### src/cdp_pkg.sv
package cdp_pkg;

   // Core geometry
   localparam int REG_COUNT  = 32;
   localparam int REG_ADDR_W = 5;
   localparam int DATA_W     = 8;
   localparam int INSN_W     = 16;
   localparam int PC_W       = 9;
   localparam int PM_WORDS   = 512;
   localparam int IO_ADDR_W  = 6;
   localparam int STACK_LVLS = 3;
   localparam int IRQ_COUNT  = 8;

   // Pointer pair and fixed register roles
   localparam logic [REG_ADDR_W-1:0] Z_LOW_REG    = 5'h1E;
   localparam logic [REG_ADDR_W-1:0] Z_HIGH_REG   = 5'h1F;
   localparam logic [REG_ADDR_W-1:0] LPM_DEST_REG = 5'h00;
   localparam logic                  IMM_REG_HALF = 1'h1;

   // Reset and vector addresses
   localparam logic [PC_W-1:0] RESET_VECTOR    = 9'h000;
   localparam logic [PC_W-1:0] IRQ_VECTOR_BASE = 9'h001;
   localparam logic [PC_W-1:0] PC_STEP         = 9'h001;

   // Whole-word opcodes
   localparam logic [15:0] SUBROUTINE_RETURN_OP     = 16'h9508;
   localparam logic [15:0] INTERRUPT_RETURN_OP      = 16'h9518;
   localparam logic [15:0] PROGRAM_CONSTANT_LOAD_OP = 16'h95C8;
   localparam logic [15:0] SET_GIE_OP               = 16'h9478;
   localparam logic [15:0] CLEAR_GIE_OP             = 16'h94F8;

   // Top-nibble opcodes
   localparam logic [3:0] COMPARE_IMMEDIATE_OP   = 4'h3;
   localparam logic [3:0] SUB_CARRY_IMMEDIATE_OP = 4'h4;
   localparam logic [3:0] SUB_IMMEDIATE_OP       = 4'h5;
   localparam logic [3:0] OR_IMMEDIATE_OP        = 4'h6;
   localparam logic [3:0] AND_IMMEDIATE_OP       = 4'h7;
   localparam logic [3:0] RELATIVE_JUMP_OP       = 4'hC;
   localparam logic [3:0] RELATIVE_CALL_OP       = 4'hD;
   localparam logic [3:0] LOAD_IMMEDIATE_OP      = 4'hE;

   // Two-register opcodes (top six bits)
   localparam logic [5:0] TWO_SBC = 6'h02;
   localparam logic [5:0] TWO_ADD = 6'h03;
   localparam logic [5:0] TWO_CP  = 6'h05;
   localparam logic [5:0] TWO_SUB = 6'h06;
   localparam logic [5:0] TWO_ADC = 6'h07;
   localparam logic [5:0] TWO_AND = 6'h08;
   localparam logic [5:0] TWO_EOR = 6'h09;
   localparam logic [5:0] TWO_OR  = 6'h0A;
   localparam logic [5:0] TWO_MOV = 6'h0B;

   // Single-register group, indirect and I/O groups
   localparam logic [6:0] ONE_GROUP  = 7'h4A;
   localparam logic [6:0] LD_Z_GROUP = 7'h40;
   localparam logic [6:0] ST_Z_GROUP = 7'h41;
   localparam logic [3:0] IND_SUB    = 4'h0;
   localparam logic [4:0] IO_IN_OP   = 5'h16;
   localparam logic [4:0] IO_OUT_OP  = 5'h17;

   typedef enum logic [3:0] {
      ALU_ADD  = 4'b0000, ALU_ADC = 4'b0001, ALU_SUB  = 4'b0010, ALU_SBC = 4'b0011,
      ALU_AND  = 4'b0100, ALU_OR  = 4'b0101, ALU_EOR  = 4'b0110, ALU_PASS = 4'b0111,
      ALU_COM  = 4'b1000, ALU_NEG = 4'b1001, ALU_SWAP = 4'b1010, ALU_INC = 4'b1011,
      ALU_ASR  = 4'b1100, ALU_LSR = 4'b1101, ALU_ROR  = 4'b1110, ALU_DEC = 4'b1111
   } cdp_alu_fn_type;

   typedef enum logic [3:0] {
      CL_NOP  = 4'b0000, CL_ALU  = 4'b0001, CL_IN  = 4'b0010, CL_OUT = 4'b0011,
      CL_LD   = 4'b0100, CL_ST   = 4'b0101, CL_JMP = 4'b0110, CL_CALL = 4'b0111,
      CL_RET  = 4'b1000, CL_INTERRUPT_RETURN_OP = 4'b1001, CL_LPM = 4'b1010, CL_SEI = 4'b1011,
      CL_CLI  = 4'b1100
   } cdp_class_type;

   // Decoded instruction
   typedef struct packed {
      cdp_class_type         cls;
      cdp_alu_fn_type        fn;
      logic [REG_ADDR_W-1:0] rd;
      logic [REG_ADDR_W-1:0] source_register;
      logic                  use_imm;
      logic [DATA_W-1:0]     imm;
      logic                  wb;
      logic                  upd_c;
      logic                  upd_z;
   } cdp_dec_type;

   // Instruction field extraction
   function automatic logic [3:0] f_nib(input logic [15:0] w);
      return w[15:12];
   endfunction
   function automatic logic [5:0] f_top6(input logic [15:0] w);
      return w[15:10];
   endfunction
   function automatic logic [6:0] f_top7(input logic [15:0] w);
      return w[15:9];
   endfunction
   function automatic logic [4:0] f_top5(input logic [15:0] w);
      return w[15:11];
   endfunction
   function automatic logic [3:0] f_low4(input logic [15:0] w);
      return w[3:0];
   endfunction
   function automatic logic [4:0] f_rd(input logic [15:0] w);
      return w[8:4];
   endfunction
   function automatic logic [4:0] f_rr(input logic [15:0] w);
      return {w[9], w[3:0]};
   endfunction
   function automatic logic [4:0] f_rd_hi(input logic [15:0] w);
      return {IMM_REG_HALF, w[7:4]};
   endfunction
   function automatic logic [7:0] f_imm(input logic [15:0] w);
      return {w[11:8], w[3:0]};
   endfunction
   function automatic logic [5:0] f_io(input logic [15:0] w);
      return {w[10:9], w[3:0]};
   endfunction
   function automatic logic [11:0] f_k(input logic [15:0] w);
      return w[11:0];
   endfunction

endpackage

### src/cdp_core.sv
`timescale 1ns/1ns
`default_nettype none
// How it works
// - 32 byte registers, operate and write back per cycle
// - Registers 30 and 31 form a 16-bit pointer
// - Indirect register access uses pointer low five bits only
// - Immediate ops reach only registers 16 to 31
// - Fetch next word while current one executes
// - Each instruction is one 16-bit word
// - 512-word program space, nine-bit program counter
// - Three-level nine-bit hardware return stack
// - Call or interrupt pushes into level zero
// - Return pops level zero, shifts levels up
// - Oldest lost on overflow, deepest repeats on pop
// - I/O ops carry a six-bit address
// - Relative branch goes to pc plus offset plus one
// - Constant load: pointer word address, LSB picks byte
// - Two-register ops read both, write destination except compare (CP)
// - ALU does register, immediate, single-register operations
// - Lowest vector pending interrupt served first
// - Core runs straight off the system clock
// - Interrupt entry clears enable, interrupt return sets it
module cdp_core
   import cdp_pkg::*;
#(
   parameter int N_IRQ = IRQ_COUNT
)(
   input  wire logic                 i_clk,
   input  wire logic                 i_arst_n,
   output logic      [PC_W-1:0]      o_pm_addr,
   input  wire logic [INSN_W-1:0]    i_pm_data,
   output logic      [IO_ADDR_W-1:0] o_io_addr,
   output logic      [DATA_W-1:0]    o_io_wdata,
   output logic                      o_io_we,
   output logic                      o_io_re,
   input  wire logic [DATA_W-1:0]    i_io_rdata,
   input  wire logic [N_IRQ-1:0]     i_irq_req,
   output logic                      o_irq_ack,
   output logic      [PC_W-1:0]      o_irq_vector,
   output logic                      o_gie,
   output logic                      o_carry,
   output logic                      o_zero,
   output logic      [PC_W-1:0]      o_exec_pc
);

   typedef enum logic [0:0] {
      ST_RUN = 1'b0,
      ST_LPM = 1'b1
   } cdp_state_type;

   ////////////////////////////////////////////////////////////////////////////////
   // Helper functions

   // Decode one instruction word into ALU function, class and operand selects
   function automatic cdp_dec_type decode(input logic [INSN_W-1:0] w);
      cdp_dec_type d;
      d                 = '0;
      d.cls             = CL_NOP;
      d.fn              = ALU_PASS;
      d.rd              = f_rd(w);
      d.source_register = f_rr(w);
      d.imm             = f_imm(w);
      if (w == SUBROUTINE_RETURN_OP)
         d.cls = CL_RET;
      else if (w == INTERRUPT_RETURN_OP)
         d.cls = CL_INTERRUPT_RETURN_OP;
      else if (w == PROGRAM_CONSTANT_LOAD_OP)
         d.cls = CL_LPM;
      else if (w == SET_GIE_OP)
         d.cls = CL_SEI;
      else if (w == CLEAR_GIE_OP)
         d.cls = CL_CLI;
      else if (f_nib(w) >= COMPARE_IMMEDIATE_OP && f_nib(w) <= AND_IMMEDIATE_OP
               || f_nib(w) == LOAD_IMMEDIATE_OP)
      begin
         d.cls     = CL_ALU;
         d.rd      = f_rd_hi(w);
         d.use_imm = 1'b1;
         d.wb      = 1'b1;
         d.upd_z   = 1'b1;
         case (f_nib(w))
            COMPARE_IMMEDIATE_OP   : begin d.fn = ALU_SUB; d.wb = 1'b0; d.upd_c = 1'b1; end
            SUB_CARRY_IMMEDIATE_OP : begin d.fn = ALU_SBC; d.upd_c = 1'b1; end
            SUB_IMMEDIATE_OP       : begin d.fn = ALU_SUB; d.upd_c = 1'b1; end
            OR_IMMEDIATE_OP        : d.fn = ALU_OR;
            AND_IMMEDIATE_OP       : d.fn = ALU_AND;
            default                : begin d.fn = ALU_PASS; d.upd_z = 1'b0; end
         endcase
      end
      else if (f_nib(w) == RELATIVE_JUMP_OP)
         d.cls = CL_JMP;
      else if (f_nib(w) == RELATIVE_CALL_OP)
         d.cls = CL_CALL;
      else if (f_top5(w) == IO_IN_OP)
         d.cls = CL_IN;
      else if (f_top5(w) == IO_OUT_OP)
         d.cls = CL_OUT;
      else if (f_top7(w) == LD_Z_GROUP && f_low4(w) == IND_SUB)
         d.cls = CL_LD;
      else if (f_top7(w) == ST_Z_GROUP && f_low4(w) == IND_SUB)
         d.cls = CL_ST;
      else if (f_top7(w) == ONE_GROUP)
      begin
         d.cls   = CL_ALU;
         d.wb    = 1'b1;
         d.upd_z = 1'b1;
         d.upd_c = 1'b1;
         case (f_low4(w))
            4'h0    : d.fn = ALU_COM;
            4'h1    : d.fn = ALU_NEG;
            4'h2    : begin d.fn = ALU_SWAP; d.upd_z = 1'b0; d.upd_c = 1'b0; end
            4'h3    : begin d.fn = ALU_INC; d.upd_c = 1'b0; end
            4'h5    : d.fn = ALU_ASR;
            4'h6    : d.fn = ALU_LSR;
            4'h7    : d.fn = ALU_ROR;
            4'hA    : begin d.fn = ALU_DEC; d.upd_c = 1'b0; end
            default : begin d.cls = CL_NOP; d.wb = 1'b0; end
         endcase
      end
      else
      begin
         d.cls   = CL_ALU;
         d.wb    = 1'b1;
         d.upd_z = 1'b1;
         case (f_top6(w))
            TWO_ADD : begin d.fn = ALU_ADD; d.upd_c = 1'b1; end
            TWO_ADC : begin d.fn = ALU_ADC; d.upd_c = 1'b1; end
            TWO_SUB : begin d.fn = ALU_SUB; d.upd_c = 1'b1; end
            TWO_SBC : begin d.fn = ALU_SBC; d.upd_c = 1'b1; end
            TWO_CP  : begin d.fn = ALU_SUB; d.upd_c = 1'b1; d.wb = 1'b0; end
            TWO_AND : d.fn = ALU_AND;
            TWO_OR  : d.fn = ALU_OR;
            TWO_EOR : d.fn = ALU_EOR;
            TWO_MOV : begin d.fn = ALU_PASS; d.upd_z = 1'b0; end
            default : begin d.cls = CL_NOP; d.wb = 1'b0; d.upd_z = 1'b0; end
         endcase
      end
      return d;
   endfunction

   // ALU: carry or borrow out in the top bit, result below
   function automatic logic [DATA_W:0] alu(input cdp_alu_fn_type fn, input logic [DATA_W-1:0] a,
                                           input logic [DATA_W-1:0] b, input logic cin);
      logic [DATA_W:0] r;
      r = '0;
      case (fn)
         ALU_ADD  : r = {1'b0, a} + {1'b0, b};
         ALU_ADC  : r = {1'b0, a} + {1'b0, b} + {8'h00, cin};
         ALU_SUB  : r = {1'b0, a} - {1'b0, b};
         ALU_SBC  : r = {1'b0, a} - {1'b0, b} - {8'h00, cin};
         ALU_AND  : r = {cin, a & b};
         ALU_OR   : r = {cin, a | b};
         ALU_EOR  : r = {cin, a ^ b};
         ALU_PASS : r = {cin, b};
         ALU_COM  : r = {1'b1, ~a};
         ALU_NEG  : r = 9'h000 - {1'b0, a};
         ALU_SWAP : r = {cin, a[3:0], a[7:4]};
         ALU_INC  : r = {cin, a + 8'h01};
         ALU_DEC  : r = {cin, a - 8'h01};
         ALU_ASR  : r = {a[0], a[7], a[7:1]};
         ALU_LSR  : r = {a[0], 1'b0, a[7:1]};
         ALU_ROR  : r = {a[0], cin, a[7:1]};
         default  : r = {cin, a};
      endcase
      return r;
   endfunction

   // Relative target, offset wraps over the whole program space
   function automatic logic [PC_W-1:0] rel_target(input logic [PC_W-1:0] pc, input logic [11:0] k);
      return pc + k[PC_W-1:0] + PC_STEP;
   endfunction

   ////////////////////////////////////////////////////////////////////////////////
   // State and wiring

   cdp_state_type         state_r, state_nxt;
   logic [PC_W-1:0]       pm_addr_r, pm_addr_nxt;
   logic [INSN_W-1:0]     ir_r;
   logic                  ir_valid_r, load_ir;
   logic [PC_W-1:0]       ex_pc_r;
   logic [PC_W-1:0]       resume_r;
   logic                  gie_r, carry_r, zero_r;
   logic                  irq_ack_r;
   logic [PC_W-1:0]       irq_vector_r;
   cdp_dec_type           dec;
   logic                  irq_take, exec;
   logic [PC_W-1:0]       irq_vec;
   logic [REG_ADDR_W-1:0] rb_addr, rf_waddr;
   logic [DATA_W-1:0]     rf_a, rf_b, op_b, rf_wdata;
   logic [2*DATA_W-1:0]   z_ptr;
   logic                  rf_we;
   logic [DATA_W:0]       alu_out;
   logic                  st_push, st_pop;
   logic [PC_W-1:0]       st_data, st_top;

   cdp_reg_file #(
      .N_REGS (REG_COUNT)
   ) u_regs (
      .i_clk    (i_clk),
      .i_arst_n (i_arst_n),
      .i_addr_a (dec.rd),
      .i_addr_b (rb_addr),
      .o_data_a (rf_a),
      .o_data_b (rf_b),
      .o_z      (z_ptr),
      .i_we     (rf_we),
      .i_waddr  (rf_waddr),
      .i_wdata  (rf_wdata)
   );

   cdp_ret_stack #(
      .LEVELS (STACK_LVLS),
      .WIDTH  (PC_W)
   ) u_stack (
      .i_clk    (i_clk),
      .i_arst_n (i_arst_n),
      .i_push   (st_push),
      .i_pop    (st_pop),
      .i_data   (st_data),
      .o_top    (st_top)
   );

   ////////////////////////////////////////////////////////////////////////////////
   // Interrupt priority: lowest index, thus lowest vector, wins
   always_comb
   begin
      irq_vec = IRQ_VECTOR_BASE;
      for (int i = N_IRQ - 1; i >= 0; i--)
         if (i_irq_req[i])
            irq_vec = IRQ_VECTOR_BASE + PC_W'(i);
   end

   ////////////////////////////////////////////////////////////////////////////////
   // Execute stage: decode, operand select, ALU, write-back and next fetch address
   always_comb
   begin
      dec      = decode(ir_r);
      irq_take = (state_r == ST_RUN) && ir_valid_r && gie_r && (|i_irq_req);
      exec     = (state_r == ST_RUN) && ir_valid_r && !irq_take;
      rb_addr  = (dec.cls == CL_LD) ? z_ptr[REG_ADDR_W-1:0] : dec.source_register;
      op_b     = dec.use_imm ? dec.imm : rf_b;
      alu_out  = alu(dec.fn, rf_a, op_b, carry_r);
      rf_we       = 1'b0;
      rf_waddr    = dec.rd;
      rf_wdata    = alu_out[DATA_W-1:0];
      st_push     = 1'b0;
      st_pop      = 1'b0;
      st_data     = ex_pc_r + PC_STEP;
      pm_addr_nxt = pm_addr_r + PC_STEP;
      load_ir     = 1'b1;
      state_nxt   = state_r;
      o_io_we     = 1'b0;
      o_io_re     = 1'b0;
      if (irq_take)
      begin
         // The held instruction is abandoned and resumed on return
         st_push     = 1'b1;
         st_data     = ex_pc_r;
         pm_addr_nxt = irq_vec;
         load_ir     = 1'b0;
      end
      else if (state_r == ST_LPM)
      begin
         // Memory now shows the constant word; pick the byte by pointer LSB
         rf_we       = 1'b1;
         rf_waddr    = LPM_DEST_REG;
         rf_wdata    = z_ptr[0] ? i_pm_data[INSN_W-1:DATA_W] : i_pm_data[DATA_W-1:0];
         pm_addr_nxt = resume_r;
         load_ir     = 1'b0;
         state_nxt   = ST_RUN;
      end
      else if (exec)
      begin
         case (dec.cls)
            CL_ALU  : rf_we = dec.wb;
            CL_IN   :
            begin
               rf_we    = 1'b1;
               rf_wdata = i_io_rdata;
               o_io_re  = 1'b1;
            end
            CL_OUT  : o_io_we = 1'b1;
            CL_LD   :
            begin
               rf_we    = 1'b1;
               rf_wdata = rf_b;
            end
            CL_ST   :
            begin
               rf_we    = 1'b1;
               rf_waddr = z_ptr[REG_ADDR_W-1:0];
               rf_wdata = rf_a;  // Stored register sits in the destination field
            end
            CL_JMP  :
            begin
               pm_addr_nxt = rel_target(ex_pc_r, f_k(ir_r));
               load_ir     = 1'b0;
            end
            CL_CALL :
            begin
               st_push     = 1'b1;
               pm_addr_nxt = rel_target(ex_pc_r, f_k(ir_r));
               load_ir     = 1'b0;
            end
            CL_RET, CL_INTERRUPT_RETURN_OP :
            begin
               st_pop      = 1'b1;
               pm_addr_nxt = st_top;
               load_ir     = 1'b0;
            end
            CL_LPM  :
            begin
               // Borrow the fetch port for one cycle, then refetch the next word
               pm_addr_nxt = z_ptr[PC_W:1];
               load_ir     = 1'b0;
               state_nxt   = ST_LPM;
            end
            default : rf_we = 1'b0;
         endcase
      end
   end

   // I/O address comes straight from the held instruction, write data from its destination-field register
   assign o_io_addr  = f_io(ir_r);
   assign o_io_wdata = rf_a;

   ////////////////////////////////////////////////////////////////////////////////
   // Fetch stage: runs on every rising edge of the undivided system clock
   always_ff @(posedge i_clk or negedge i_arst_n)
   begin
      if (!i_arst_n)
      begin
         pm_addr_r  <= RESET_VECTOR;
         ir_r       <= '0;
         ir_valid_r <= 1'b0;
         ex_pc_r    <= RESET_VECTOR;
         state_r    <= ST_RUN;
      end
      else
      begin
         pm_addr_r  <= pm_addr_nxt;
         state_r    <= state_nxt;
         ir_valid_r <= load_ir;  // A redirect leaves one empty slot
         if (load_ir)
         begin
            ir_r    <= i_pm_data;
            ex_pc_r <= pm_addr_r;
         end
      end
   end

   // Fetch address to come back to after a constant load
   always_ff @(posedge i_clk or negedge i_arst_n)
   begin
      if (!i_arst_n)
         resume_r <= RESET_VECTOR;
      else if (exec && dec.cls == CL_LPM)
         resume_r <= pm_addr_r;
   end

   ////////////////////////////////////////////////////////////////////////////////
   // Flags and global interrupt enable
   always_ff @(posedge i_clk or negedge i_arst_n)
   begin
      if (!i_arst_n)
      begin
         carry_r <= 1'b0;
         zero_r  <= 1'b0;
      end
      else if (exec && dec.cls == CL_ALU)
      begin
         if (dec.upd_c)
            carry_r <= alu_out[DATA_W];
         // Chained subtract only keeps zero if every byte was zero
         if (dec.upd_z)
            zero_r <= (alu_out[DATA_W-1:0] == '0) && (dec.fn != ALU_SBC || zero_r);
      end
   end

   always_ff @(posedge i_clk or negedge i_arst_n)
   begin
      if (!i_arst_n)
         gie_r <= 1'b0;
      else if (irq_take)
         gie_r <= 1'b0;
      else if (exec && (dec.cls == CL_INTERRUPT_RETURN_OP || dec.cls == CL_SEI))
         gie_r <= 1'b1;
      else if (exec && dec.cls == CL_CLI)
         gie_r <= 1'b0;
   end

   // Acknowledge is a registered pulse one cycle after the interrupt is taken
   always_ff @(posedge i_clk or negedge i_arst_n)
   begin
      if (!i_arst_n)
      begin
         irq_ack_r    <= 1'b0;
         irq_vector_r <= RESET_VECTOR;
      end
      else
      begin
         irq_ack_r <= irq_take;
         if (irq_take)
            irq_vector_r <= irq_vec;
      end
   end

   assign o_pm_addr    = pm_addr_r;
   assign o_irq_ack    = irq_ack_r;
   assign o_irq_vector = irq_vector_r;
   assign o_gie        = gie_r;
   assign o_carry      = carry_r;
   assign o_zero       = zero_r;
   assign o_exec_pc    = ex_pc_r;

endmodule
`default_nettype wire

### src/cdp_reg_file.sv
`timescale 1ns/1ns
`default_nettype none
module cdp_reg_file
   import cdp_pkg::*;
#(
   parameter int N_REGS = REG_COUNT
)(
   input  wire logic                  i_clk,
   input  wire logic                  i_arst_n,
   input  wire logic [REG_ADDR_W-1:0] i_addr_a,
   input  wire logic [REG_ADDR_W-1:0] i_addr_b,
   output logic      [DATA_W-1:0]     o_data_a,
   output logic      [DATA_W-1:0]     o_data_b,
   output logic      [2*DATA_W-1:0]   o_z,
   input  wire logic                  i_we,
   input  wire logic [REG_ADDR_W-1:0] i_waddr,
   input  wire logic [DATA_W-1:0]     i_wdata
);
   logic [DATA_W-1:0] regs_r [N_REGS];

   // Reads are combinational so operand fetch and write-back fit one cycle
   assign o_data_a = regs_r[i_addr_a];
   assign o_data_b = regs_r[i_addr_b];
   assign o_z      = {regs_r[Z_HIGH_REG], regs_r[Z_LOW_REG]};

   // One write port, result lands at the clock edge ending the operation
   always_ff @(posedge i_clk or negedge i_arst_n)
   begin
      if (!i_arst_n)
      begin
         for (int i = 0; i < N_REGS; i++)
            regs_r[i] <= '0;
      end
      else if (i_we)
      begin
         regs_r[i_waddr] <= i_wdata;
      end
   end
endmodule
`default_nettype wire

### src/cdp_ret_stack.sv
`timescale 1ns/1ns
`default_nettype none
module cdp_ret_stack
   import cdp_pkg::*;
#(
   parameter int LEVELS = STACK_LVLS,
   parameter int WIDTH  = PC_W
)(
   input  wire logic             i_clk,
   input  wire logic             i_arst_n,
   input  wire logic             i_push,
   input  wire logic             i_pop,
   input  wire logic [WIDTH-1:0] i_data,
   output logic      [WIDTH-1:0] o_top
);
   logic [WIDTH-1:0] lvl_r [LEVELS];

   assign o_top = lvl_r[0];

   // Push shifts deeper and drops the oldest; pop shifts up and the deepest level keeps its value
   always_ff @(posedge i_clk or negedge i_arst_n)
   begin
      if (!i_arst_n)
      begin
         for (int i = 0; i < LEVELS; i++)
            lvl_r[i] <= '0;
      end
      else if (i_push)
      begin
         lvl_r[0] <= i_data;
         for (int i = 1; i < LEVELS; i++)
            lvl_r[i] <= lvl_r[i-1];
      end
      else if (i_pop)
      begin
         for (int i = 0; i < LEVELS - 1; i++)
            lvl_r[i] <= lvl_r[i+1];
      end
   end
endmodule
`default_nettype wire

### config.mk
export PLATFORM = sky130hd
export DESIGN_NAME = cdp_core
export DESIGN_NICKNAME = d
export VERILOG_FILES = /design/src/cdp_pkg.sv /design/src/cdp_core.sv /design/src/cdp_reg_file.sv /design/src/cdp_ret_stack.sv
export SDC_FILE = /design/constraint.sdc
export NUM_CORES = 1
export LEC_CHECK = 0
export BUFFER_PORTS_ARGS = -buffer_cell sky130_fd_sc_hd__buf_4
export CAP_MARGIN = 10
export CORE_ASPECT_RATIO = 1.1
export CORE_MARGIN = 5
export CORE_UTILIZATION = 65
export CTS_BUF_LIST = sky130_fd_sc_hd__clkbuf_4
export DETAILED_ROUTE_END_ITERATION = 6
export HOLD_SLACK_MARGIN = 0.02
export PLACE_DENSITY = 0.9
export RECOVER_POWER = 25
export REMOVE_ABC_BUFFERS = 1
export SYNTH_ARGS = -nofsm -noshare
export SYNTH_HDL_FRONTEND = slang
export SYNTH_SLANG_ARGS = --single-unit
### constraint.sdc
create_clock -name i_clk -period 10.31 [get_ports i_clk]
set_input_delay 1.031 -clock i_clk [delete_from_list [all_inputs] [get_ports i_clk]]
set_output_delay 1.031 -clock i_clk [all_outputs]
set_load 0.005 [all_outputs]
; ---- Word-level counts from Yosys, hierarchy flattened
; Index checks and enable logic that the tools add are counted.
[word_totals]
regBits = 341
romBits = 0
output_inout_bits = 47
latchBits = 0
ram_bits = 0
memories = 0
input_bits = 34
[op_classes]
n_eq_ne = 62
order_cmp = 6
mux = 124
shifts = 0
n_bitwise = 15
div = 0
mul = 0
reduce_logical = 39
addsub = 11
[op_table]
columns = operator, n
row1 = 256-bit bitwise mux, 1
row2 = 9-bit case mux with 16 select lines, 1
row3 = 4-bit two-way mux, 24
row4 = 8-bit two-way mux, 12
row5 = 9-bit two-way mux, 10
row6 = 8-bit binary-select mux with 5-bit select, 2
row7 = "16-bit equality test, second input constant", 5
row8 = "4-bit equality test, second input constant", 17
row9 = "4-bit by 3-bit equality test with 1-bit output, second input constant", 15
row10 = 1-bit two-way mux, 46
row11 = 8-bit demux with 5-bit select, 1
row12 = 3-bit two-way mux, 13
row13 = 18-bit two-way mux, 2
row14 = 4-bit case mux with 8 select lines, 1
row15 = 8-bit OR reduction, 4
row16 = 5-bit two-way mux, 6
row17 = "4-bit by 2-bit equality test with 1-bit output, second input constant", 7
row18 = "9-bit by 1-bit adder with 9-bit output, second input constant", 3
row19 = 9-bit case mux with 3 select lines, 1
row20 = "6-bit by 4-bit equality test with 1-bit output, second input constant", 4
row21 = 8-bit case mux with 3 select lines, 1
row22 = "7-bit equality test, second input constant", 3
row23 = 3-bit case mux with 7 select lines, 1
row24 = "6-bit by 3-bit equality test with 1-bit output, second input constant", 3
row25 = other kinds (37), 74

; ---- Depth between registers and ports, before layout
[depth]
depth_word = 31
depth_mapped = 28
ltp_nobuf = 22

; ---- Hierarchy
; From an unflattened synthesis, not the netlist that was laid out.
[hier_totals]
cells_unflattened = 1841
area_unflattened_um2 = 21866.0
[by_module_without_submodules]
columns = mod, cells_per_inst, seq_area_each_um2, instances, area_per_inst_um2
row1 = cdp_reg_file, 822, 6406.1, 1, 13763.2
row2 = cdp_core, 913, 1326.3, 1, 6832.8
row3 = cdp_ret_stack, 106, 675.6, 1, 1270.0

; ---- Worst setup path before layout
; No wires, ideal clock.
[synth_path]
kind = register -> register
startpoint = register ir_r[13]
endpoint = register u_regs.regs_r[62] (netlist name)
period_less_slack_ps = 6021
path_buffers = 6
required_time_ps = 10185
setup_time_ps = 125
arrival_ps = 5896
path_slack_ps = 4289
path_stages_with_launch = 28
cell_sequence = dfrtp_1 buf_4 nor4b_1 a41o_1 buf_4 buf_4 buf_4 buf_4 mux2i_1 o32ai_1 nor4_1 nand4_1 o21ai_1 inv_1 ha_1 fa_1 a21o_1 a21oi_1 xnor2_1 and3_1 nand3_1 xnor2_1 nor3_1 or4b_1 o32ai_2 a211oi_4 buf_6 mux2_4
[synth_between]
elab_chain_len = 31
[synth_rtl]
columns = item, line_no
row1 = start: declaration, cdp_core.sv:178  ; logic [INSN_W-1:0] ir_r;
row2 = start signal: assignment, cdp_core.sv:346  ; ir_r <= i_pm_data;
row3 = "6-bit by 4-bit equality test with 1-bit output, or another cell as far along", cdp_core.sv:125  ; case (f_top6(w))
row4 = 9-bit OR reduction (no line), -
row5 = 1-bit two-way mux, cdp_core.sv:125
row6 = 8-bit two-way mux, cdp_core.sv:102  ; else if (f_top7(w) == ONE_GROUP)
row7 = 4-bit two-way mux, cdp_core.sv:100  ; else if (f_top7(w) == ST_Z_GROUP && f_low4(w) == IND_SUB)
row8 = 4-bit two-way mux, cdp_core.sv:98  ; else if (f_top7(w) == LD_Z_GROUP && f_low4(w) == IND_SUB)
row9 = 4-bit two-way mux, cdp_core.sv:96  ; else if (f_top5(w) == IO_OUT_OP)
row10 = 4-bit two-way mux, cdp_core.sv:94  ; else if (f_top5(w) == IO_IN_OP)
row11 = [15 not listed], -
row12 = 8-bit by 8-bit subtractor with 9-bit output or 8-bit by 8-bit adder with 9-bit output (tied branches), -
row13 = 9-bit by 1-bit subtractor with 9-bit output or 9-bit by 1-bit adder with 9-bit output (tied branches), "cdp_core.sv:150, cdp_core.sv:148"
row14 = 9-bit case mux with 16 select lines, cdp_core.sv:146  ; case (fn)
row15 = 8-bit case mux with 3 select lines, cdp_core.sv:274  ; case (dec.cls)
row16 = 8-bit two-way mux, cdp_core.sv:272  ; else if (exec)
row17 = 8-bit two-way mux, cdp_core.sv:262  ; else if (state_r == ST_LPM)
row18 = 8-bit two-way mux, cdp_core.sv:254  ; if (irq_take)
row19 = 256-bit bitwise mux, cdp_reg_file.sv:36  ; regs_r[i_waddr] <= i_wdata;
row20 = end signal: indexed assignment, cdp_reg_file.sv:36
row21 = end: declaration, cdp_reg_file.sv:19  ; logic [DATA_W-1:0] regs_r [N_REGS];
; Parallel ways exist; a longest one is shown, timed or not. The select of a mux whose other input is x is not followed.
; A chain may end at the register's enable or synchronous reset.

; ---- Worst setup path after layout
[layout_path]
startpoint = register ir_r[2]
endpoint = register u_regs.regs_r[142] (netlist name)
[layout_between]
elab_chain_len = 31
[layout_rtl]
columns = item, line_no
row1 = "4-bit equality test, or another cell as far along", cdp_core.sv:108  ; case (f_low4(w))
row2 = 8-bit OR reduction (no line), -
row3 = 1-bit two-way mux, cdp_core.sv:108
row4 = 8-bit two-way mux, cdp_core.sv:102
row5 = 4-bit two-way mux, cdp_core.sv:100
row6 = 4-bit two-way mux, cdp_core.sv:98
row7 = 4-bit two-way mux, cdp_core.sv:96
row8 = 4-bit two-way mux, cdp_core.sv:94
row9 = [15 not listed], -
row10 = 8-bit by 8-bit subtractor with 9-bit output or 8-bit by 8-bit adder with 9-bit output (tied branches), -
row11 = 9-bit by 1-bit subtractor with 9-bit output or 9-bit by 1-bit adder with 9-bit output (tied branches), "cdp_core.sv:150, cdp_core.sv:148"
row12 = 9-bit case mux with 16 select lines, cdp_core.sv:146
row13 = 8-bit case mux with 3 select lines, cdp_core.sv:274
row14 = 8-bit two-way mux, cdp_core.sv:272
row15 = 8-bit two-way mux, cdp_core.sv:262
row16 = 8-bit two-way mux, cdp_core.sv:254
row17 = 256-bit bitwise mux, cdp_reg_file.sv:36
; Parallel ways exist; a longest one is shown, timed or not. The select of a mux whose other input is x is not followed.

==> results.py <==
metrics = {
    "sta": {
        "hold_violations": 0,
        "rsz0062_at_grt": "false",
        "finalCritPeriodShare_pct": 84.4,
        "worst_slew_pin_slew_ns": 5.01,
        "tns_ns": 0,
        "finalCriticalPeriod_ns": 8.70,
        "drv_slew": 93,
        "slew_headroom_pct": -234,
        "fmax_ghz": 0.115,
        "setup_violations": 0,
        "skew_ns": 0.106,
    },
    "die": {
        "core.rowCount": 71,
        "die_y_um": 206,
        "die_area_um2": 38800,
        "core-area_um2": 34400,
        "die_w_um": 188,
        "start_util_pct": 66.1,
        "io_pins": 81,
    },
    "clocking": {
        "cts_made_buffers": 87,
        "cts_max_level": 3,
        "post_cts_resized": 0,
        "insertion_delay_ns": 0.85,
        "cts_tree": "done",
        "cts.reportedPaths.clkPinSlew_ns": 0.07,
        "root_buffer": "clkbuf_4",
        "clock-sinks": 336,
        "cts_max_path_buffers": 3,
        "post_cts_buffers": 0,
        "postCtsHoldBufs": 0,
    },
    "final_layout": {
        "stdcell_count": 2765,
        "area_delta_synth_final_pct": 7.90,
        "drive_gt1_share_pct": 27.8,
        "fillers": 2405,
        "fin_nets": 2343,
    },
    "synth": {
        "ys_seq_area_share_pct": 37.0,
        "syn_area_um2": 22700,
        "avgSynthCellArea_um2": 10.3,
        "ys_warn_count": 0,
        "synth_edf_count": 0,
        "synth.distinct_cells": 109,
        "ys_async_sr_fraction_pct": 100,
        "postSynthCellCount": 2210,
        "ys_seq_elements": 336,
        "synth_ff_type": "dfrtp_1",
    },
    "place": {
        "place_inst": 2605,
        "hpwl_um": 55800,
        "place_congestion": 1.06,
        "io_buffer_count": 75,
    },
    "power": {
        "internal-power_mw": 3.56,
        "pwr-share-seq_pct": 36.6,
        "clkPwrFrac_pct": 19.8,
        "power.density_nw_per_um2": 253,
        "p_comb_share_pct": 43.6,
        "p_switching_mw": 2.64,
        "swShare_pct": 42.6,
        "leakage_nw": 11.1,
        "ir_worst_vdd_mv": 0.149,
    },
    "worst_hold_path": {
        "min_from": "i_pm_data[5]",
        "hp-class": "in -> reg",
        "min_to": "ir_r[5]$_DFFE_PN0P_",
        "holdPathStages": 3,
    },
    "critical_path": {
        "crit_buf_inv": 3,
        "crit_chain": "nor3_2, a41o_4, nand4_1, o22ai_1, nor4_1, nand4_1, o21ai_1, inv_1, ha_1, inv_1, fa_1, nor2b_1, o21a_1, o21ai_0, nand2_1, o311ai_0, xnor2_1, nor2_1, or4b_1, o32ai_2, a211oi_4, buf_8, mux2_2",
        "cp-start-kind": "register",
        "slowest_delay_ns": 0.91,
        "required_ns": 10.94,
        "cp.arrival_ns": 9.34,
        "critPathTopFamily": "compound AO/OA/AOI/OAI gates",
        "reg2reg_to": "u_regs.regs_r[142]$_DFFE_PN0P_",
        "rrSetupSlack_ns": 1.61,
        "crit_type": "reg -> reg",
        "critPathCaptureType": "register",
        "reg2reg_depth": 23,
        "cp_slowest_cell": "o22ai_1",
        "r2r_start": "ir_r[2]$_DFFE_PN0P_",
        "cp_max_fo": 37,
    },
    "global_route": {
        "grt_pass1_vias": 20300,
        "grt_max_degree": 187,
        "antenna_found_initial": 4,
        "grt_usage_pct": 41.1,
        "grt_first_pass_wirelength_um": 122000,
        "grt_overflow_total": 0,
    },
    "drt": {
        "drc_errors": 6,
        "viasPerCell": 7.39,
        "finalWirelength_um": 80300,
        "drt_iter0_drc": 3426,
        "wl_per_cell_um": 29.1,
        "final_antenna_net_count": 0,
        "dr_total_vias": 20400,
        "drt_pass1_iterations": 7,
    },
    "flow_run": {
        "maxCapViolCount": 1,
    },
    "run_status": {
        "violations": "DRC, capacitance limit, slew limit",
        "status": "finished with violations",
    },
}
through the flow:
step	setup WS, ns	total power [mW]	util [%]	hold WS [ns]	cell area [um2]
floorplan	1.94	3.84	-	0.460	21800
global placement	2.36	4.71	67.8	0.462	23300
detailed placement	2.17	4.83	67.8	0.470	23300
CTS	2.09	6.06	71.1	0.232	24400
global route	1.27	6.46	71.3	0.418	24500
finish	1.61	6.20	71.3	0.427	24500
cell usage in the layout, fill, tap and decap left out, types with 32 or more instances in the layout:
| cell | netlist | routed |
|---|---|---|
| mux2i_1 | 98 | 98 |
| mux2_2 | 241 | 241 |
| nor2_1 | 132 | 131 |
| a21oi_1 | 89 | 89 |
| nand3_1 | 89 | 89 |
| clkbuf_4 | 0 | 129 |
| nand2_1 | 261 | 261 |
| ha_1 | 45 | 45 |
| inv_1 | 43 | 43 |
| nor3_1 | 48 | 48 |
| xnor2_1 | 38 | 38 |
| o21ai_0 | 86 | 86 |
| buf_4 | 31 | 112 |
| mux4_2 | 77 | 77 |
| nand4_1 | 32 | 32 |
| dfrtp_1 | 336 | 333 |
layer usage:
layer	vias up	global-route usage (%)	part of all wire [%]
met3	517	13.1	13
met4	2	29.4	8.8
li1	8324	-	-
met1	9804	50.8	35
met5	-	0	0.011
met2	1781	61.4	43
worst min-delay path: stages:
cell     delay [ns]
buf_4          0.08
nand2_1        0.04
nand2_1        0.05
synthesized netlist by cell type, drive strengths merged (19+ instances only):
library cell,count,area share (%)
nor3,52,1.2
mux2i,99,4.4
nand3,90,2.0
dfrtp,336,37
and3,24,0.66
inv,45,0.74
nand4,34,1.0
buf,107,3.2
a211oi,19,0.71
nand2,262,4.3
ha,45,2.5
nor2b,20,0.55
xnor2,38,1.5
mux4,77,7.6
nor2,143,2.5
clkbuf,54,0.90
o21ai,99,2.2
mux2,265,13
a21oi,89,2.0
cells by family (layout without fill, tap and decap cells):
| logic type | after synthesis | in the layout | share of synthesized area [%] |
|---|---|---|---|
| AO/OA/AOI/OAI | 404 | 404 | 12.5 |
| XOR/XNOR | 54 | 54 | 2.08 |
| adder cells (fa/ha/maj) | 49 | 49 | 2.83 |
| buffers and inverters | 209 | 318 | 4.85 |
| flip-flops | 336 | 336 | 37.0 |
| multiplexers | 441 | 441 | 25.4 |
| other | 1 | 9 | 0.0165 |
| AND/OR/NAND/NOR | 716 | 716 | 15.4 |
state kept, by name, indices dropped and copies added, names as in the netlist:
register       cells
ir_r              16
ir_valid_r         1
o_carry            1
o_exec_pc          9
o_gie              1
o_irq_ack          1
o_irq_vector       4
o_pm_addr          9
o_zero             1
resume_r           9
state_r            1
u_regs.o_z        16
u_regs.regs_r    240
u_stack.lvl_r     18
u_stack.o_top      9
cell type report:
cell class / instances / area [um2] / share of cell area (%)
antenna: 4 / 10.0 / 0.0408
clock buffer: 129 / 968 / 3.95
clock inverter: 23 / 170 / 0.694
inverter: 48 / 180 / 0.735
multi-input combinational: 1669 / 13300 / 54.2
sequential: 336 / 8410 / 34.3
tap: 438 / 548 / 2.24
timing repair buffer: 118 / 932 / 3.80
power by group through the flow:
stage | clock network [mW] | registers (mW) | logic [mW]
after CTS | 1.23 | 2.22 | 2.61
after global placement | 0 | 2.20 | 2.52
after floorplan | 0 | 2.06 | 1.78
after global routing | 1.31 | 2.29 | 2.86
after detailed placement | 0 | 2.24 | 2.58
final | 1.23 | 2.27 | 2.70
worst max-delay path by stage:
stage | startpoint | endpoint | slack [ns] | depth (start not counted)
6_report | ir_r[2]$_DFFE_PN0P_ | u_regs.regs_r[142]$_DFFE_PN0P_ | 1.61 | 23
4_1_cts | ir_r[2]$_DFFE_PN0P_ | u_regs.regs_r[142]$_DFFE_PN0P_ | 2.09 | 22
3_3_place_gp | ir_r[2]$_DFFE_PN0P_ | u_regs.regs_r[150]$_DFFE_PN0P_ | 2.36 | 22
2_1_floorplan | ir_r[15]$_DFFE_PN0P_ | u_regs.regs_r[126]$_DFFE_PN0P_ | 1.94 | 19
5_1_grt | ir_r[2]$_DFFE_PN0P_ | u_regs.regs_r[142]$_DFFE_PN0P_ | 1.27 | 23
3_5_place_dp | ir_r[2]$_DFFE_PN0P_ | u_regs.regs_r[142]$_DFFE_PN0P_ | 2.17 | 22
Note: power is estimated with default switching activity, not from simulation.
